`config.mk`:
```
export PLATFORM = sky130hd
export DESIGN_NAME = ebc_top
export DESIGN_NICKNAME = d
export VERILOG_FILES = /design/src/include/ebc_pkg.sv /design/src/include/ebc_core_if.sv /design/src/rtl/ebc_clk_gen.sv /design/src/rtl/ebc_strobe_mux.sv /design/src/rtl/ebc_top.sv
export VERILOG_INCLUDE_DIRS = /design/src /design/src/include
export SDC_FILE = /design/constraint.sdc
export NUM_CORES = 1
export LEC_CHECK = 0
export BUFFER_PORTS_ARGS = -buffer_cell sky130_fd_sc_hd__buf_2
export CORE_MARGIN = 10
export CORE_UTILIZATION = 35
export CTS_CLUSTER_DIAMETER = 80
export DETAILED_ROUTE_END_ITERATION = 16
export PLACE_DENSITY = 0.62
export SETUP_SLACK_MARGIN = 0.5
export SYNTH_ARGS = -nofsm -noshare
export SYNTH_HDL_FRONTEND = slang
export SYNTH_SLANG_ARGS = --single-unit
```
`constraint.sdc`:
```
create_clock -name REF_CLK -period 2.5 [get_ports REF_CLK]
set_clock_uncertainty 0.2 [all_clocks]
set_input_delay 0 -clock REF_CLK [delete_from_list [all_inputs] [get_ports REF_CLK]]
set_output_delay 0 -clock REF_CLK [all_outputs]
set_load 0.05 [all_outputs]
```
`src/include/ebc_map.svh`:
```
`ifndef EBC_MAP_SVH
`define EBC_MAP_SVH

// ==========================================================================
// Register offsets (byte addresses on the register port)
`define EBC_OFS_CLK_CTRL 8'h00
`define EBC_OFS_SPACE_CTRL 8'h04
`define EBC_OFS_STRAP_STAT 8'h08

// ==========================================================================
// Field positions
`define EBC_CLK_RATIO_LSB 0
`define EBC_SPACE_TYPE_LSB 0
`define EBC_SPACE_REN_LSB 8
`define EBC_SPACE_CTRL_W 12
`define EBC_STAT_ENDIAN 0
`define EBC_STAT_BOOT_LSB 1
`define EBC_STAT_PSEL_LSB 3
`define EBC_STAT_SSEL_LSB 5
`define EBC_STAT_DONE 7
`define EBC_STAT_READY 8
`define EBC_STAT_SRC_LSB 9

// ==========================================================================
// Strap positions on the address pins, pin n sits at index n-1
`define EBC_STRAP_ENDIAN 19
`define EBC_STRAP_BOOT_LSB 17
`define EBC_STRAP_PSEL_LSB 15
`define EBC_STRAP_SSEL_LSB 13
`define EBC_STRAP_MIN_W 20

// ==========================================================================
// Reset values and the reserved ratio code
`define EBC_RST_ENDIAN 1'b1
`define EBC_RST_BOOT 2'h2
`define EBC_RST_PSEL 2'h0
`define EBC_RST_SSEL 2'h0
`define EBC_RST_SPACE_CTRL 12'h000
`define EBC_RATIO_RESERVED 2'h3

// ==========================================================================
// Internal clock divide counts and the FIFO space number
`define EBC_CPU4_DIV 4
`define EBC_CPU6_DIV 6
`define EBC_FIFO_SPACE 2'h3

`endif

```
`src/include/ebc_pkg.sv`:
```
package ebc_pkg;

  // ========================================================================
  // Modes
  typedef enum logic [1:0] {
    EBC_SRC_EXT,
    EBC_SRC_CPU4,
    EBC_SRC_CPU6
  } ebc_src_t;

  typedef enum logic [1:0] {
    EBC_DIV_1,
    EBC_DIV_2,
    EBC_DIV_4
  } ebc_div_t;

  typedef enum logic [1:0] {
    EBC_MEM_ASYNC,
    EBC_MEM_SDRAM,
    EBC_MEM_SYNC,
    EBC_MEM_NONE
  } ebc_mem_t;

  // ========================================================================
  // Strobe requests from the bus engine, active high
  typedef struct packed {
    logic async_re;
    logic sdram_cas;
    logic sync_ads;
    logic sync_re;
    logic async_oe;
    logic sdram_ras;
    logic sync_oe;
    logic async_we;
    logic sdram_we;
    logic sync_we;
  } ebc_strobe_t;

  // ========================================================================
  // Module state
  typedef struct packed {
    logic [2:0] cnt;
    logic prev;
    logic [1:0] dcnt;
    logic full;
    logic div;
    logic tick;
  } ebc_clk_state_t;

  typedef struct packed {
    logic rd_n;
    logic oe_n;
    logic we_n;
    logic fifo_oe_n;
  } ebc_mux_state_t;

endpackage

```
`src/include/ebc_core_if.sv`:
```
`timescale 1ns/1ps

interface ebc_core_if;
  import ebc_pkg::*;

  // ========================================================================
  // Clock generation
  ebc_src_t src_sel;
  ebc_div_t ratio;
  logic ext_level;
  logic tick;
  logic full_clk;
  logic div_clk;

  // ========================================================================
  // Strobe steering
  logic acc_active;
  logic [1:0] acc_space;
  ebc_mem_t acc_mem;
  logic ren_sel;
  ebc_strobe_t strobes;
  logic rd_n;
  logic oe_n;
  logic we_n;
  logic fifo_oe_n;

  modport top_mp (
    output src_sel, ratio, ext_level, acc_active, acc_space, acc_mem,
    output ren_sel, strobes,
    input tick, full_clk, div_clk, rd_n, oe_n, we_n, fifo_oe_n
  );

  modport clk_mp (
    input src_sel, ratio, ext_level,
    output tick, full_clk, div_clk
  );

  modport mux_mp (
    input tick, acc_active, acc_space, acc_mem, ren_sel, strobes,
    output rd_n, oe_n, we_n, fifo_oe_n
  );

endinterface

```
`src/rtl/ebc_clk_gen.sv`:
```
`timescale 1ns/1ps
`include "ebc_map.svh"

module ebc_clk_gen (
  // Clock and reset
  input logic clk,
  input logic rst,
  // Core link
  ebc_core_if.clk_mp io
);
  import ebc_pkg::*;

  ebc_clk_state_t s_reg;
  ebc_clk_state_t s_next;
  logic lvl;
  logic [2:0] last;

  // ========================================================================
  // Source level, edge tick and division
  // The source is fixed once the straps are taken, so no glitch-free
  // switch is needed between sources.
  always_comb begin
    s_next = s_reg;
    lvl = io.ext_level;
    last = 3'h0;
    case (io.src_sel)
      EBC_SRC_CPU4: begin
        last = 3'(`EBC_CPU4_DIV - 1);
        lvl = (s_reg.cnt < 3'(`EBC_CPU4_DIV / 2));
      end
      EBC_SRC_CPU6: begin
        last = 3'(`EBC_CPU6_DIV - 1);
        lvl = (s_reg.cnt < 3'(`EBC_CPU6_DIV / 2));
      end
      default: begin
        last = 3'h0;
        lvl = io.ext_level;
      end
    endcase
    s_next.cnt = (s_reg.cnt >= last) ? 3'h0 : s_reg.cnt + 3'h1;
    s_next.prev = lvl;
    s_next.tick = lvl & ~s_reg.prev;
    if (lvl && !s_reg.prev) begin
      s_next.dcnt = s_reg.dcnt + 2'h1;
    end
    s_next.full = lvl;
    // A ratio written mid-period only lets the divided clock rise at the next rising edge, so
    // the divided clock never rises off a full-rate clock rise.
    case (io.ratio)
      EBC_DIV_1: s_next.div = lvl && (s_next.tick || s_reg.div);
      EBC_DIV_2: s_next.div = s_next.tick ? s_next.dcnt[0] : s_reg.div;
      default: s_next.div = s_next.tick ? s_next.dcnt[1] : s_reg.div;
    endcase
    if (rst) begin
      s_next = '0;
    end
  end

  always_ff @(posedge clk) begin
    s_reg <= s_next;
  end

  assign io.tick = s_reg.tick;
  assign io.full_clk = s_reg.full;
  assign io.div_clk = s_reg.div;

endmodule

```
`src/rtl/ebc_strobe_mux.sv`:
```
`timescale 1ns/1ps
`include "ebc_map.svh"

module ebc_strobe_mux (
  // Clock and reset
  input logic clk,
  input logic rst,
  // Core link
  ebc_core_if.mux_mp io
);
  import ebc_pkg::*;

  ebc_mux_state_t s_reg;
  ebc_mux_state_t s_next;
  logic a_rd;
  logic a_oe;
  logic a_we;
  logic a_fifo;

  // ========================================================================
  // Pin steering by memory type, updated on bus clock edges only
  always_comb begin
    s_next = s_reg;
    a_rd = 1'b0;
    a_oe = 1'b0;
    a_we = 1'b0;
    a_fifo = 1'b0;
    if (io.acc_active) begin
      case (io.acc_mem)
        EBC_MEM_ASYNC: begin
          a_rd = io.strobes.async_re;
          a_oe = io.strobes.async_oe;
          a_we = io.strobes.async_we;
        end
        EBC_MEM_SDRAM: begin
          a_rd = io.strobes.sdram_cas;
          a_oe = io.strobes.sdram_ras;
          a_we = io.strobes.sdram_we;
        end
        EBC_MEM_SYNC: begin
          a_rd = io.ren_sel ? io.strobes.sync_re : io.strobes.sync_ads;
          a_oe = io.strobes.sync_oe;
          a_we = io.strobes.sync_we;
          a_fifo = (io.acc_space == `EBC_FIFO_SPACE) && io.strobes.sync_oe;
        end
        default: begin
          a_rd = 1'b0;
        end
      endcase
    end
    if (io.tick) begin
      s_next.rd_n = ~a_rd;
      s_next.oe_n = ~a_oe;
      s_next.we_n = ~a_we;
      s_next.fifo_oe_n = ~a_fifo;
    end
    if (rst) begin
      s_next = '1;
    end
  end

  always_ff @(posedge clk) begin
    s_reg <= s_next;
  end

  assign io.rd_n = s_reg.rd_n;
  assign io.oe_n = s_reg.oe_n;
  assign io.we_n = s_reg.we_n;
  assign io.fifo_oe_n = s_reg.fifo_oe_n;

endmodule

```
`src/rtl/ebc_top.sv`:
```
// Design decisions made here: the plain strobed port and the address map.
`timescale 1ns/1ps
`include "ebc_map.svh"

// Functional notes
// - Divided clock out: input clock over 1/2/4.
// - Full-rate clock out follows selected input clock.
// - Sync mode: select bit picks strobe or read.
// - Read pin: async read, column strobe, sync.
// - Output pin: async enable, row strobe, sync.
// - Write pin: async, SDRAM or sync write.
// - Dedicated sync output enable for space three.
// - Address pins drive accesses, sampled at reset.
// - Endian strap latched: one means little endian.
// - Boot mode strap latched, default ROM boot.
// - Primary bus clock select strap latched.
// - Secondary bus clock select strap latched.
module ebc_top #(
  parameter int ADDR_W = 20
) (
  // Clock and reset
  input logic REF_CLK,
  input logic RST,
  // Register port
  input logic [7:0] REG_ADDR,
  input logic [31:0] REG_WDATA,
  input logic REG_WE,
  input logic REG_RE,
  output logic [31:0] REG_RDATA,
  // Bus engine requests
  input logic ACC_ACTIVE,
  input logic [1:0] ACC_SPACE,
  input logic [ADDR_W-1:0] ACC_ADDR,
  input logic ASYNC_READ_ENABLE,
  input logic SDRAM_COLUMN_STROBE,
  input logic SYNC_ADDRESS_STROBE,
  input logic SYNC_READ_ENABLE,
  input logic ASYNC_OUTPUT_ENABLE,
  input logic SDRAM_ROW_STROBE,
  input logic SYNC_OUTPUT_ENABLE,
  input logic ASYNC_WRITE_ENABLE,
  input logic SDRAM_WRITE_ENABLE,
  input logic SYNC_WRITE_ENABLE,
  // Board pins
  input logic SECONDARY_BUS_EXT_CLOCK_IN,
  input logic ASYNC_READY_IN,
  input logic [ADDR_W-1:0] ADDR_PIN_IN,
  output logic [ADDR_W-1:0] ADDR_PIN_OUT,
  output logic ADDR_PIN_OE,
  output logic BUS_FULL_RATE_CLOCK_OUT,
  output logic BUS_DIVIDED_CLOCK_OUT,
  output logic READ_STROBE_PIN_N,
  output logic OUTPUT_STROBE_PIN_N,
  output logic WRITE_STROBE_PIN_N,
  output logic FIFO_SPACE_OUTPUT_ENABLE_N,
  // Latched configuration
  output logic ENDIAN_LITTLE,
  output logic [1:0] BOOT_MODE,
  output logic [1:0] PRIMARY_CLOCK_SOURCE_SELECT,
  output logic [1:0] SECONDARY_CLOCK_SOURCE_SELECT,
  output ebc_pkg::ebc_src_t SECONDARY_CLOCK_SOURCE,
  output logic CONFIG_VALID,
  output logic ASYNC_READY_SYNC
);
  import ebc_pkg::*;
  // Chip-enable spaces behind this bus.
  localparam int SPACES = 4;

  // ========================================================================
  // Parameter check
  generate
    if (ADDR_W < `EBC_STRAP_MIN_W) begin : g_bad_width
      $error("ebc_top: ADDR_W too small to carry the strap pins");
    end
    if (`EBC_SPACE_REN_LSB + SPACES > `EBC_SPACE_CTRL_W) begin : g_bad_map
      $error("ebc_top: space control word too narrow for all spaces");
    end
  endgenerate

  // ========================================================================
  // State
  typedef struct packed {
    logic [ADDR_W-1:0] ea_s1;
    logic [ADDR_W-1:0] ea_s2;
    logic clk_s1;
    logic clk_s2;
    logic rdy_s1;
    logic rdy_s2;
    logic endian;
    logic [1:0] boot;
    logic [1:0] psel;
    logic [1:0] ssel;
    logic done;
    ebc_src_t src;
    ebc_div_t ratio;
    logic [`EBC_SPACE_CTRL_W-1:0] space_ctrl;
    logic [31:0] rdata;
    logic [ADDR_W-1:0] ea_out;
    logic ea_oe;
  } ebc_top_state_t;

  ebc_top_state_t s_reg;
  ebc_top_state_t s_next;
  ebc_core_if io ();
  logic acc_go;
  ebc_mem_t space_mem [SPACES];
  logic space_ren [SPACES];
  logic strap_endian;
  logic [1:0] strap_boot;
  logic [1:0] strap_psel;
  logic [1:0] strap_ssel;

  // ========================================================================
  // Per-space decode of memory type and read-enable select
  generate
    for (genvar i = 0; i < SPACES; i++) begin : g_space
      assign space_mem[i] = ebc_mem_t'(
        s_reg.space_ctrl[`EBC_SPACE_TYPE_LSB + 2 * i +: 2]);
      assign space_ren[i] = s_reg.space_ctrl[`EBC_SPACE_REN_LSB + i];
    end
  endgenerate

  // An access is only honoured once the straps are in.
  assign acc_go = ACC_ACTIVE && s_reg.done;

  // ========================================================================
  // Strap fields on the synchronised address pins
  // Only the second synchroniser stage is read, so no field can be
  // taken from a pin that is still settling.
  assign strap_endian = s_reg.ea_s2[`EBC_STRAP_ENDIAN];
  assign strap_boot = s_reg.ea_s2[`EBC_STRAP_BOOT_LSB +: 2];
  assign strap_psel = s_reg.ea_s2[`EBC_STRAP_PSEL_LSB +: 2];
  assign strap_ssel = s_reg.ea_s2[`EBC_STRAP_SSEL_LSB +: 2];

  // ========================================================================
  // Submodules
  ebc_clk_gen u_clk_gen (
    .clk(REF_CLK),
    .rst(RST),
    .io(io.clk_mp)
  );

  ebc_strobe_mux u_strobe_mux (
    .clk(REF_CLK),
    .rst(RST),
    .io(io.mux_mp)
  );

  // ========================================================================
  // Core link drive
  assign io.src_sel = s_reg.src;
  assign io.ratio = s_reg.ratio;
  assign io.ext_level = s_reg.clk_s2;
  assign io.acc_active = acc_go;
  assign io.acc_space = ACC_SPACE;
  assign io.acc_mem = space_mem[ACC_SPACE];
  assign io.ren_sel = space_ren[ACC_SPACE];
  assign io.strobes = '{
    async_re: ASYNC_READ_ENABLE,
    sdram_cas: SDRAM_COLUMN_STROBE,
    sync_ads: SYNC_ADDRESS_STROBE,
    sync_re: SYNC_READ_ENABLE,
    async_oe: ASYNC_OUTPUT_ENABLE,
    sdram_ras: SDRAM_ROW_STROBE,
    sync_oe: SYNC_OUTPUT_ENABLE,
    async_we: ASYNC_WRITE_ENABLE,
    sdram_we: SDRAM_WRITE_ENABLE,
    sync_we: SYNC_WRITE_ENABLE
  };

  // ========================================================================
  // Next state
  // Synchronisers keep running through reset so that the straps are
  // settled by the time reset is released.
  always_comb begin
    s_next = s_reg;
    s_next.ea_s1 = ADDR_PIN_IN;
    s_next.ea_s2 = s_reg.ea_s1;
    s_next.clk_s1 = SECONDARY_BUS_EXT_CLOCK_IN;
    s_next.clk_s2 = s_reg.clk_s1;
    // Ready is only synchronised and reported; wait states are the
    // engine's business, so no stall logic sits here.
    s_next.rdy_s1 = ASYNC_READY_IN;
    s_next.rdy_s2 = s_reg.rdy_s1;

    // Straps are taken once, in the first cycle after reset release.
    if (!s_reg.done) begin
      s_next.endian = strap_endian;
      s_next.boot = strap_boot;
      s_next.psel = strap_psel;
      s_next.ssel = strap_ssel;
      case (strap_ssel)
        2'h1: begin
          s_next.src = EBC_SRC_CPU4;
        end
        2'h2: begin
          s_next.src = EBC_SRC_CPU6;
        end
        default: begin
          s_next.src = EBC_SRC_EXT;
        end
      endcase
      s_next.done = 1'b1;
    end

    // Address pins only drive once the straps are in.
    // Between accesses they are released to the board's resistors.
    if (io.tick) begin
      s_next.ea_oe = acc_go;
      if (acc_go) begin
        s_next.ea_out = ACC_ADDR;
      end
    end

    // Register writes.
    // A reserved ratio code is ignored and the old ratio kept.
    if (REG_WE) begin
      case (REG_ADDR)
        `EBC_OFS_CLK_CTRL: begin
          if (REG_WDATA[`EBC_CLK_RATIO_LSB +: 2] != `EBC_RATIO_RESERVED) begin
            s_next.ratio = ebc_div_t'(REG_WDATA[`EBC_CLK_RATIO_LSB +: 2]);
          end
        end
        `EBC_OFS_SPACE_CTRL: begin
          s_next.space_ctrl = REG_WDATA[`EBC_SPACE_CTRL_W-1:0];
        end
        default: begin
          s_next.space_ctrl = s_reg.space_ctrl;
        end
      endcase
    end

    // Register reads, valid for the one cycle after the strobe.
    s_next.rdata = 32'h0000_0000;
    if (REG_RE) begin
      case (REG_ADDR)
        `EBC_OFS_CLK_CTRL: begin
          s_next.rdata[`EBC_CLK_RATIO_LSB +: 2] = s_reg.ratio;
        end
        `EBC_OFS_SPACE_CTRL: begin
          s_next.rdata[`EBC_SPACE_CTRL_W-1:0] = s_reg.space_ctrl;
        end
        `EBC_OFS_STRAP_STAT: begin
          s_next.rdata[`EBC_STAT_ENDIAN] = s_reg.endian;
          s_next.rdata[`EBC_STAT_BOOT_LSB +: 2] = s_reg.boot;
          s_next.rdata[`EBC_STAT_PSEL_LSB +: 2] = s_reg.psel;
          s_next.rdata[`EBC_STAT_SSEL_LSB +: 2] = s_reg.ssel;
          s_next.rdata[`EBC_STAT_DONE] = s_reg.done;
          s_next.rdata[`EBC_STAT_READY] = s_reg.rdy_s2;
          s_next.rdata[`EBC_STAT_SRC_LSB +: 2] = s_reg.src;
        end
        default: begin
          s_next.rdata = 32'h0000_0000;
        end
      endcase
    end

    if (RST) begin
      // Straps fall back to their pull defaults until sampled again.
      s_next.endian = `EBC_RST_ENDIAN;
      s_next.boot = `EBC_RST_BOOT;
      s_next.psel = `EBC_RST_PSEL;
      s_next.ssel = `EBC_RST_SSEL;
      s_next.done = 1'b0;
      s_next.src = EBC_SRC_EXT;
      s_next.ratio = EBC_DIV_1;
      s_next.space_ctrl = `EBC_RST_SPACE_CTRL;
      s_next.rdata = 32'h0000_0000;

      // Address pins are released so the straps read clean.
      s_next.ea_out = '0;
      s_next.ea_oe = 1'b0;
    end
  end

  always_ff @(posedge REF_CLK) begin
    s_reg <= s_next;
  end

  // ========================================================================
  // Outputs
  assign REG_RDATA = s_reg.rdata;
  assign ADDR_PIN_OUT = s_reg.ea_out;
  assign ADDR_PIN_OE = s_reg.ea_oe;

  // Bus clocks and strobe pins.
  assign BUS_FULL_RATE_CLOCK_OUT = io.full_clk;
  assign BUS_DIVIDED_CLOCK_OUT = io.div_clk;
  assign READ_STROBE_PIN_N = io.rd_n;
  assign OUTPUT_STROBE_PIN_N = io.oe_n;
  assign WRITE_STROBE_PIN_N = io.we_n;
  assign FIFO_SPACE_OUTPUT_ENABLE_N = io.fifo_oe_n;

  // Latched configuration and ready.
  assign ENDIAN_LITTLE = s_reg.endian;
  assign BOOT_MODE = s_reg.boot;
  assign PRIMARY_CLOCK_SOURCE_SELECT = s_reg.psel;
  assign SECONDARY_CLOCK_SOURCE_SELECT = s_reg.ssel;
  assign SECONDARY_CLOCK_SOURCE = s_reg.src;
  assign CONFIG_VALID = s_reg.done;
  assign ASYNC_READY_SYNC = s_reg.rdy_s2;

endmodule

```
==> impl_metrics.yaml, run 1 <==
floorplanning:
  core-area_um2: 10200
  io_pins: 169
  start_util_pct: 35.5
  die_h_um: 122
  rows: 37
  die_x_um: 122
  dieArea_um2: 14800
synth:
  yosys.area.top_type: "dfxtp_1"
  syn_area_per_cell_um2: 9.22
  synth_ff_type: "dfxtp_1"
  synth_cell_type_count: 47
  ys_top_cells_by_area: "dfxtp_1 48%, buf_4 13%, nand2_1 7.3%"
  synth_edf_count: 0
  synth_area_um2: 3620
  ys_seq_elements: 87
  seq_area_frac_synth_pct: 48.2
  synthCells: 392
  synthArstFlopShare_pct: 0
  synth.top_cell.area_share_pct: 48.2
  yosysWarnings: 0
setup_path:
  startpoint: "REG_ADDR[2]"
  rrSetupSlack_ps: 530
  cp_cell_sequence: "buf_2 > dlygate4sd3_1 > or4b_4 > nor2_2 > dlygate4sd3_1 > nor3_2"
  cp_num_cells: 6
  endpoint_kind: "flop"
  arrival_ps: 2040
  crit_path_top_delay_cell: "dlygate4sd3_1"
  critPathRequiredTime_ps: 2560
  regToRegStartpoint: "SECONDARY_CLOCK_SOURCE[0]"
  reg2reg_depth: 7
  critPathKind: "in -> reg"
  cpPeakStageDelay_ps: 640
  cp_common_cell: "dlygate4sd3_1"
  crit_buf_inv: 3
  startpoint_type: "primary input"
  cp_top_family: "buffers and inverters"
  cp_max_fo: 5
sta:
  rsz0062_at_grt: "true"
  finalCritPeriodShare_pct: 79.2
  fmax_ghz: 0.505
  finalSetupTns_ps: 0
  worst_pin_slew_ps: 538
  hold_viol: 0
  timing.final.ws_setup_ps: 520
  setup_viol: 0
  slew_headroom_pct: 63.9
  slew_viol_final: 0
  period_needed_ps: 1980
finish:
  final_common_cell: "buf_2"
  finish.utilization_pct: 49.1
  final_area_um2: 5000
  final_cell_mix: "115 x buf_2, 84 x dfxtp_1, 71 x dlygate4sd3_1"
  layout.nets: 650
  largest_register_ffs: 20
  area_growth_pct: 38.4
  final_layout_size_suffix_gt1_share_pct: 30.6
worst_hold_path:
  holdPathStages: 3
  hp-class: "in -> reg"
  hold_start: "ACC_SPACE[0]"
flow_run:
  maxCapViolCount: 0
global_routing:
  antenna_found_initial: 0
  grt_pass1_vias: 3195
  grt-ovfl-total: 0
  use_met1_pct: 13.7
  globalRouteMet3Util_pct: 5.23
  gr-max-usage-layer: "met2"
  grt_max_degree: 21
  grt_pass1_wl_um: 15500
  grt_use_met2_pct: 21.9
  grtUsageTotal_pct: 13.0
clock_tree:
  root_buffer: "clkbuf_8"
  path_clk_slew_ps: 100
  htreeDepth: 3
  tritoncts: "done"
  cts_buffers: 9
  clock-sinks: 87
  clk_latency_ps: 360
  max-clock-path-buffers: 2
routing:
  drtPass1Iterations: 5
  drt-initial-drc-count: 110
  viasPerCell: 4.49
  wl_per_cell_um: 14.4
  drtAntennaViolNets: 0
  vias: 3082
  wirelength_um: 9870
  remaining_drc_errors: 0
power_and_ir_drop:
  leakagePower_nw: 2.16
  p_total_mw: 2.90
  powerDensity_nw_per_um2: 579
  ir_worst_vdd_uv: 427
placement:
  dp_hpwl_um: 6880
  place.gp.congestion: 0.786
  placed_cell_area_um2: 3980
  port_buffers: 115
  post-place-ws_ps: 303
status:
  outcome: "completed"
## cell usage after synthesis (2+ instances only)
cell type,instances
a21oi_1,37
inv_1,9
nand2b_1,2
buf_4,61
a211o_1,2
mux2i_1,10
o31ai_1,3
nand2_1,70
mux4_2,3
mux2_2,2
and3_1,2
clkbuf_1,11
o22ai_1,2
xnor2_1,3
ha_1,7
and2_1,2
nor2_1,31
a221oi_2,2
dfxtp_1,87
nor2_2,2
a22oi_1,10
nor2b_1,4
nand3_1,2
nor3_1,5
## worst reg2reg max path, delay by kind of cell (launching register included)
family / cells / cell delay [ps]
buf+inv: 1 / 130
compound gates: 3 / 730
simple gates: 2 / 250
fa+ha+maj: 1 / 180
flops: 1 / 370
## per-stage QoR
| step | hold WS, ps | std cells |
|---|---|---|
| 2_1_floorplan | -172 | 411 |
| 3_3_place_gp | -98.1 | 593 |
| 3_5_place_dp | -96.4 | 593 |
| 4_1_cts | -25.2 | 683 |
| 5_1_grt | 3.61 | 685 |
| 6_report | 5.84 | 686 |
## path summary, 6_finish.rpt
check                         endpoint
setup reg to reg  u_clk_gen.io.div_clk
hold reg to reg             s_reg[100]
setup / recovery           io.ratio[1]
hold / removal    u_strobe_mux.io.rd_n
## where the power goes
group          total [mW]  internal [mW]  switching [mW]
logic               0.427          0.175           0.252
clock network        1.02          0.500           0.519
registers            1.45           1.42          0.0276
total                2.90           2.10           0.799
## layout make-up
| cell class | count | area [um^2] |
|---|---|---|
| tap | 136 | 170 |
| inverter | 10 | 40.0 |
| antenna | 1 | 2.50 |
| multi-input combinational | 239 | 1460 |
| sequential | 87 | 1750 |
| timing repair buffer | 197 | 1380 |
| fill | 964 | 5180 |
| clock buffer | 11 | 141 |
| clock inverter | 5 | 66.3 |
## timing repair
action                                  in CTS  in global routing
setup buffers                                2                  2
endpoints found under the setup margin       6                 14
pin swaps                                    4                 10
resized for setup                            5                 13
hold endpoints to repair                    64                  0
hold buffers                                72                  0
## logic make-up after synthesis
kind of cell | Yosys count | synth area share (%)
DFF | 87 | 48.2
muxes | 16 | 5.57
buffers and inverters | 85 | 15.4
xor gates and xnor gates | 3 | 0.727
AOI/OAI and AO/OA | 63 | 11.3
other | 1 | 0.104
adders and majority gates | 7 | 2.42
and+or+nand+nor | 130 | 16.3
## metal layers
layer | up-vias | wire length [um]
met5 | - | 0
met4 | 0 | 300
met3 | 17 | 999
met2 | 127 | 4730
met1 | 1409 | 3840
li1 | 1529 | -
No activity file was read; power rests on OpenSTA's default activity.
==> inputs of run 2 (changes only) <==
==> constraint.sdc (replaced) <==
create_clock -name REF_CLK -period 1.85 [get_ports REF_CLK]
set_clock_uncertainty 0.2 [all_clocks]
set_input_delay 0 -clock REF_CLK [delete_from_list [all_inputs] [get_ports REF_CLK]]
set_output_delay 0 -clock REF_CLK [all_outputs]
set_load 0.05 [all_outputs]
==> impl_metrics.yaml, run 2 (synthesis gave the netlist of run 1 again) <==
setup_path:
  regToRegStartpoint: "SECONDARY_CLOCK_SOURCE[0]"
  r2r-end: "u_clk_gen.io.div_clk"
  endpoint_kind: "flop"
  cp_max_fo: 4
  critPathKind: "reg -> reg"
  critPathRequiredTime_ps: 1910
  reg2reg_depth: 7
  rrSetupSlack_ps: -90
  arrival_ps: 1990
  startpoint_type: "flop"
  startpoint: "SECONDARY_CLOCK_SOURCE[0]"
global_routing:
  grt_pass1_vias: 3148
  use_met1_pct: 14.6
  grt-ovfl-total: 0
  grtUsageTotal_pct: 13.3
  grt_max_degree: 49
  globalRouteMet3Util_pct: 5.78
  gr-max-usage-layer: "met2"
  antenna_found_initial: 0
  grt_use_met2_pct: 22.9
  grt_pass1_wl_um: 15700
power_and_ir_drop:
  p_total_mw: 3.91
  comb_power_share_pct: 15.5
  leakagePower_nw: 2.24
  seq_power_share_pct: 50.1
  power_frac_clock_pct: 34.3
  swShare_pct: 30.3
  p_int_mw: 2.72
  ir_worst_vdd_uv: 415
  powerDensity_nw_per_um2: 758
  switchingPower_mw: 1.19
routing:
  drtPass1Iterations: 4
  viasPerCell: 4.44
  wirelength_um: 10200
  remaining_drc_errors: 0
  drtAntennaViolNets: 0
  vias: 3062
  drt-initial-drc-count: 151
  wl_per_cell_um: 14.8
status:
  violations: "hold timing, setup timing"
  outcome: "finished with violations"
clock_tree:
  root_buffer: "clkbuf_8"
  clk_latency_ps: 370
  path_clk_slew_ps: 100
  htreeDepth: 3
  max-clock-path-buffers: 2
  cts_buffers: 9
  tritoncts: "done"
  clock-sinks: 87
sta:
  timing.final.ws_setup_ps: -88.5
  slew_viol_final: 0
  worst_pin_slew_ps: 530
  fmax_ghz: 0.516
  holdWs_ps: -41.5
  hold_viol: 3
  slew_headroom_pct: 64.7
  setup_viol: 2
  rsz0062_at_grt: "true"
  finalSetupTns_ps: -95.2
  finalCritPeriodShare_pct: 105
  period_needed_ps: 1940
worst_hold_path:
  hold_end: "REG_RDATA[0]"
  holdPathStages: 6
  hold_start: "REG_ADDR[6]"
  hp-class: "in -> reg"
finish:
  final_area_um2: 5160
  final_cell_mix: "111 x buf_2, 78 x dfxtp_1, 69 x nand2_1"
  largest_register_ffs: 20
  area_growth_pct: 42.7
  final_layout_size_suffix_gt1_share_pct: 36.7
  num_antenna_cells: 0
  layout.nets: 654
  final_cell_count_no_fill: 689
  final_common_cell: "buf_2"
floorplanning:
  io_pins: 169
  rows: 37
  core-area_um2: 10200
  dieArea_um2: 14800
  die_x_um: 122
  die_h_um: 122
  start_util_pct: 35.5
placement:
  dp_hpwl_um: 7160
  dp_cells: 597
  placed_cell_area_um2: 4050
  port_buffers: 115
  place.gp.congestion: 0.744
flow_run:
  maxCapViolCount: 0
==> run 2: cell count changes in the layout (fill, tap and decap cells not counted), sizes merged <==
cell and delta:
buf +15, dlygate4sd3 -14, inv +3, dlymetal6s4s +2
bufinv -1, clkbuf -1, clkinv +1, clkinvlp -1
diode -1
==> run 2: worst max-delay path by stage <==
stage | endpoint | slack [ps] | cells after the start
3_3_place_gp | u_clk_gen.io.div_clk | 10 | 7
6_report | u_clk_gen.io.div_clk | -90 | 7
4_1_cts | u_clk_gen.io.div_clk | -80 | 6
2_1_floorplan | u_clk_gen.s_reg[6] | 30 | 8
3_5_place_dp | u_clk_gen.io.div_clk | -110 | 7
5_1_grt | u_clk_gen.io.div_clk | -170 | 7
==> run 2: metal layers <==
metal  wire length [um]  share of wire [%]
met2               5050                 50
met4                102                1.0
met5                  0                  0
met1               4150                 41
met3                893                8.8
==> run 2: power by group through the flow <==
stage          Sequential [mW]  Clock (mW)  Combinational, mW
2_1_floorplan             2.03           0              0.341
6_report                  1.96        1.34              0.607
3_5_place_dp              2.00           0              0.463
4_1_cts                   1.96        1.40              0.586
5_1_grt                   1.97        1.47              0.649
3_3_place_gp              2.00           0              0.454
==> run 2: worst max-delay path: stages, from the launching register on <==
cell and delay [ps]:
dfxtp_2 360, inv_2 60, ha_4 170, nor2b_4 130, a2111oi_4 430, nor3_2 120, o31ai_1 260, o22ai_1 110
==> run 2: metrics by stage <==
stage,util [%],setup slack (ps)
after global routing,50.7,-174
after detailed placement,39.7,-106
final,50.7,-88.5
after global placement,39.7,10.7
after floorplan,-,26.9
after CTS,49.2,-83.6
==> run 2: timing repair <==
item,in CTS,in global routing
gates resized for setup,24,28
setup endpoints to repair,33,59
hold buffers,59,1
endpoints found under the hold margin,63,12
setup buffers,9,6
pin swaps,12,15
cloned,1,0
==> run 2: layout make-up <==
cell class / count / area (um^2)
Multi-Input combinational cell: 239 / 1540
Inverter: 10 / 40.0
Clock inverter: 7 / 83.8
Clock buffer: 9 / 124
Timing Repair Buffer: 201 / 1450
Tap cell: 136 / 170
Fill cell: 898 / 5020
Sequential cell: 87 / 1760
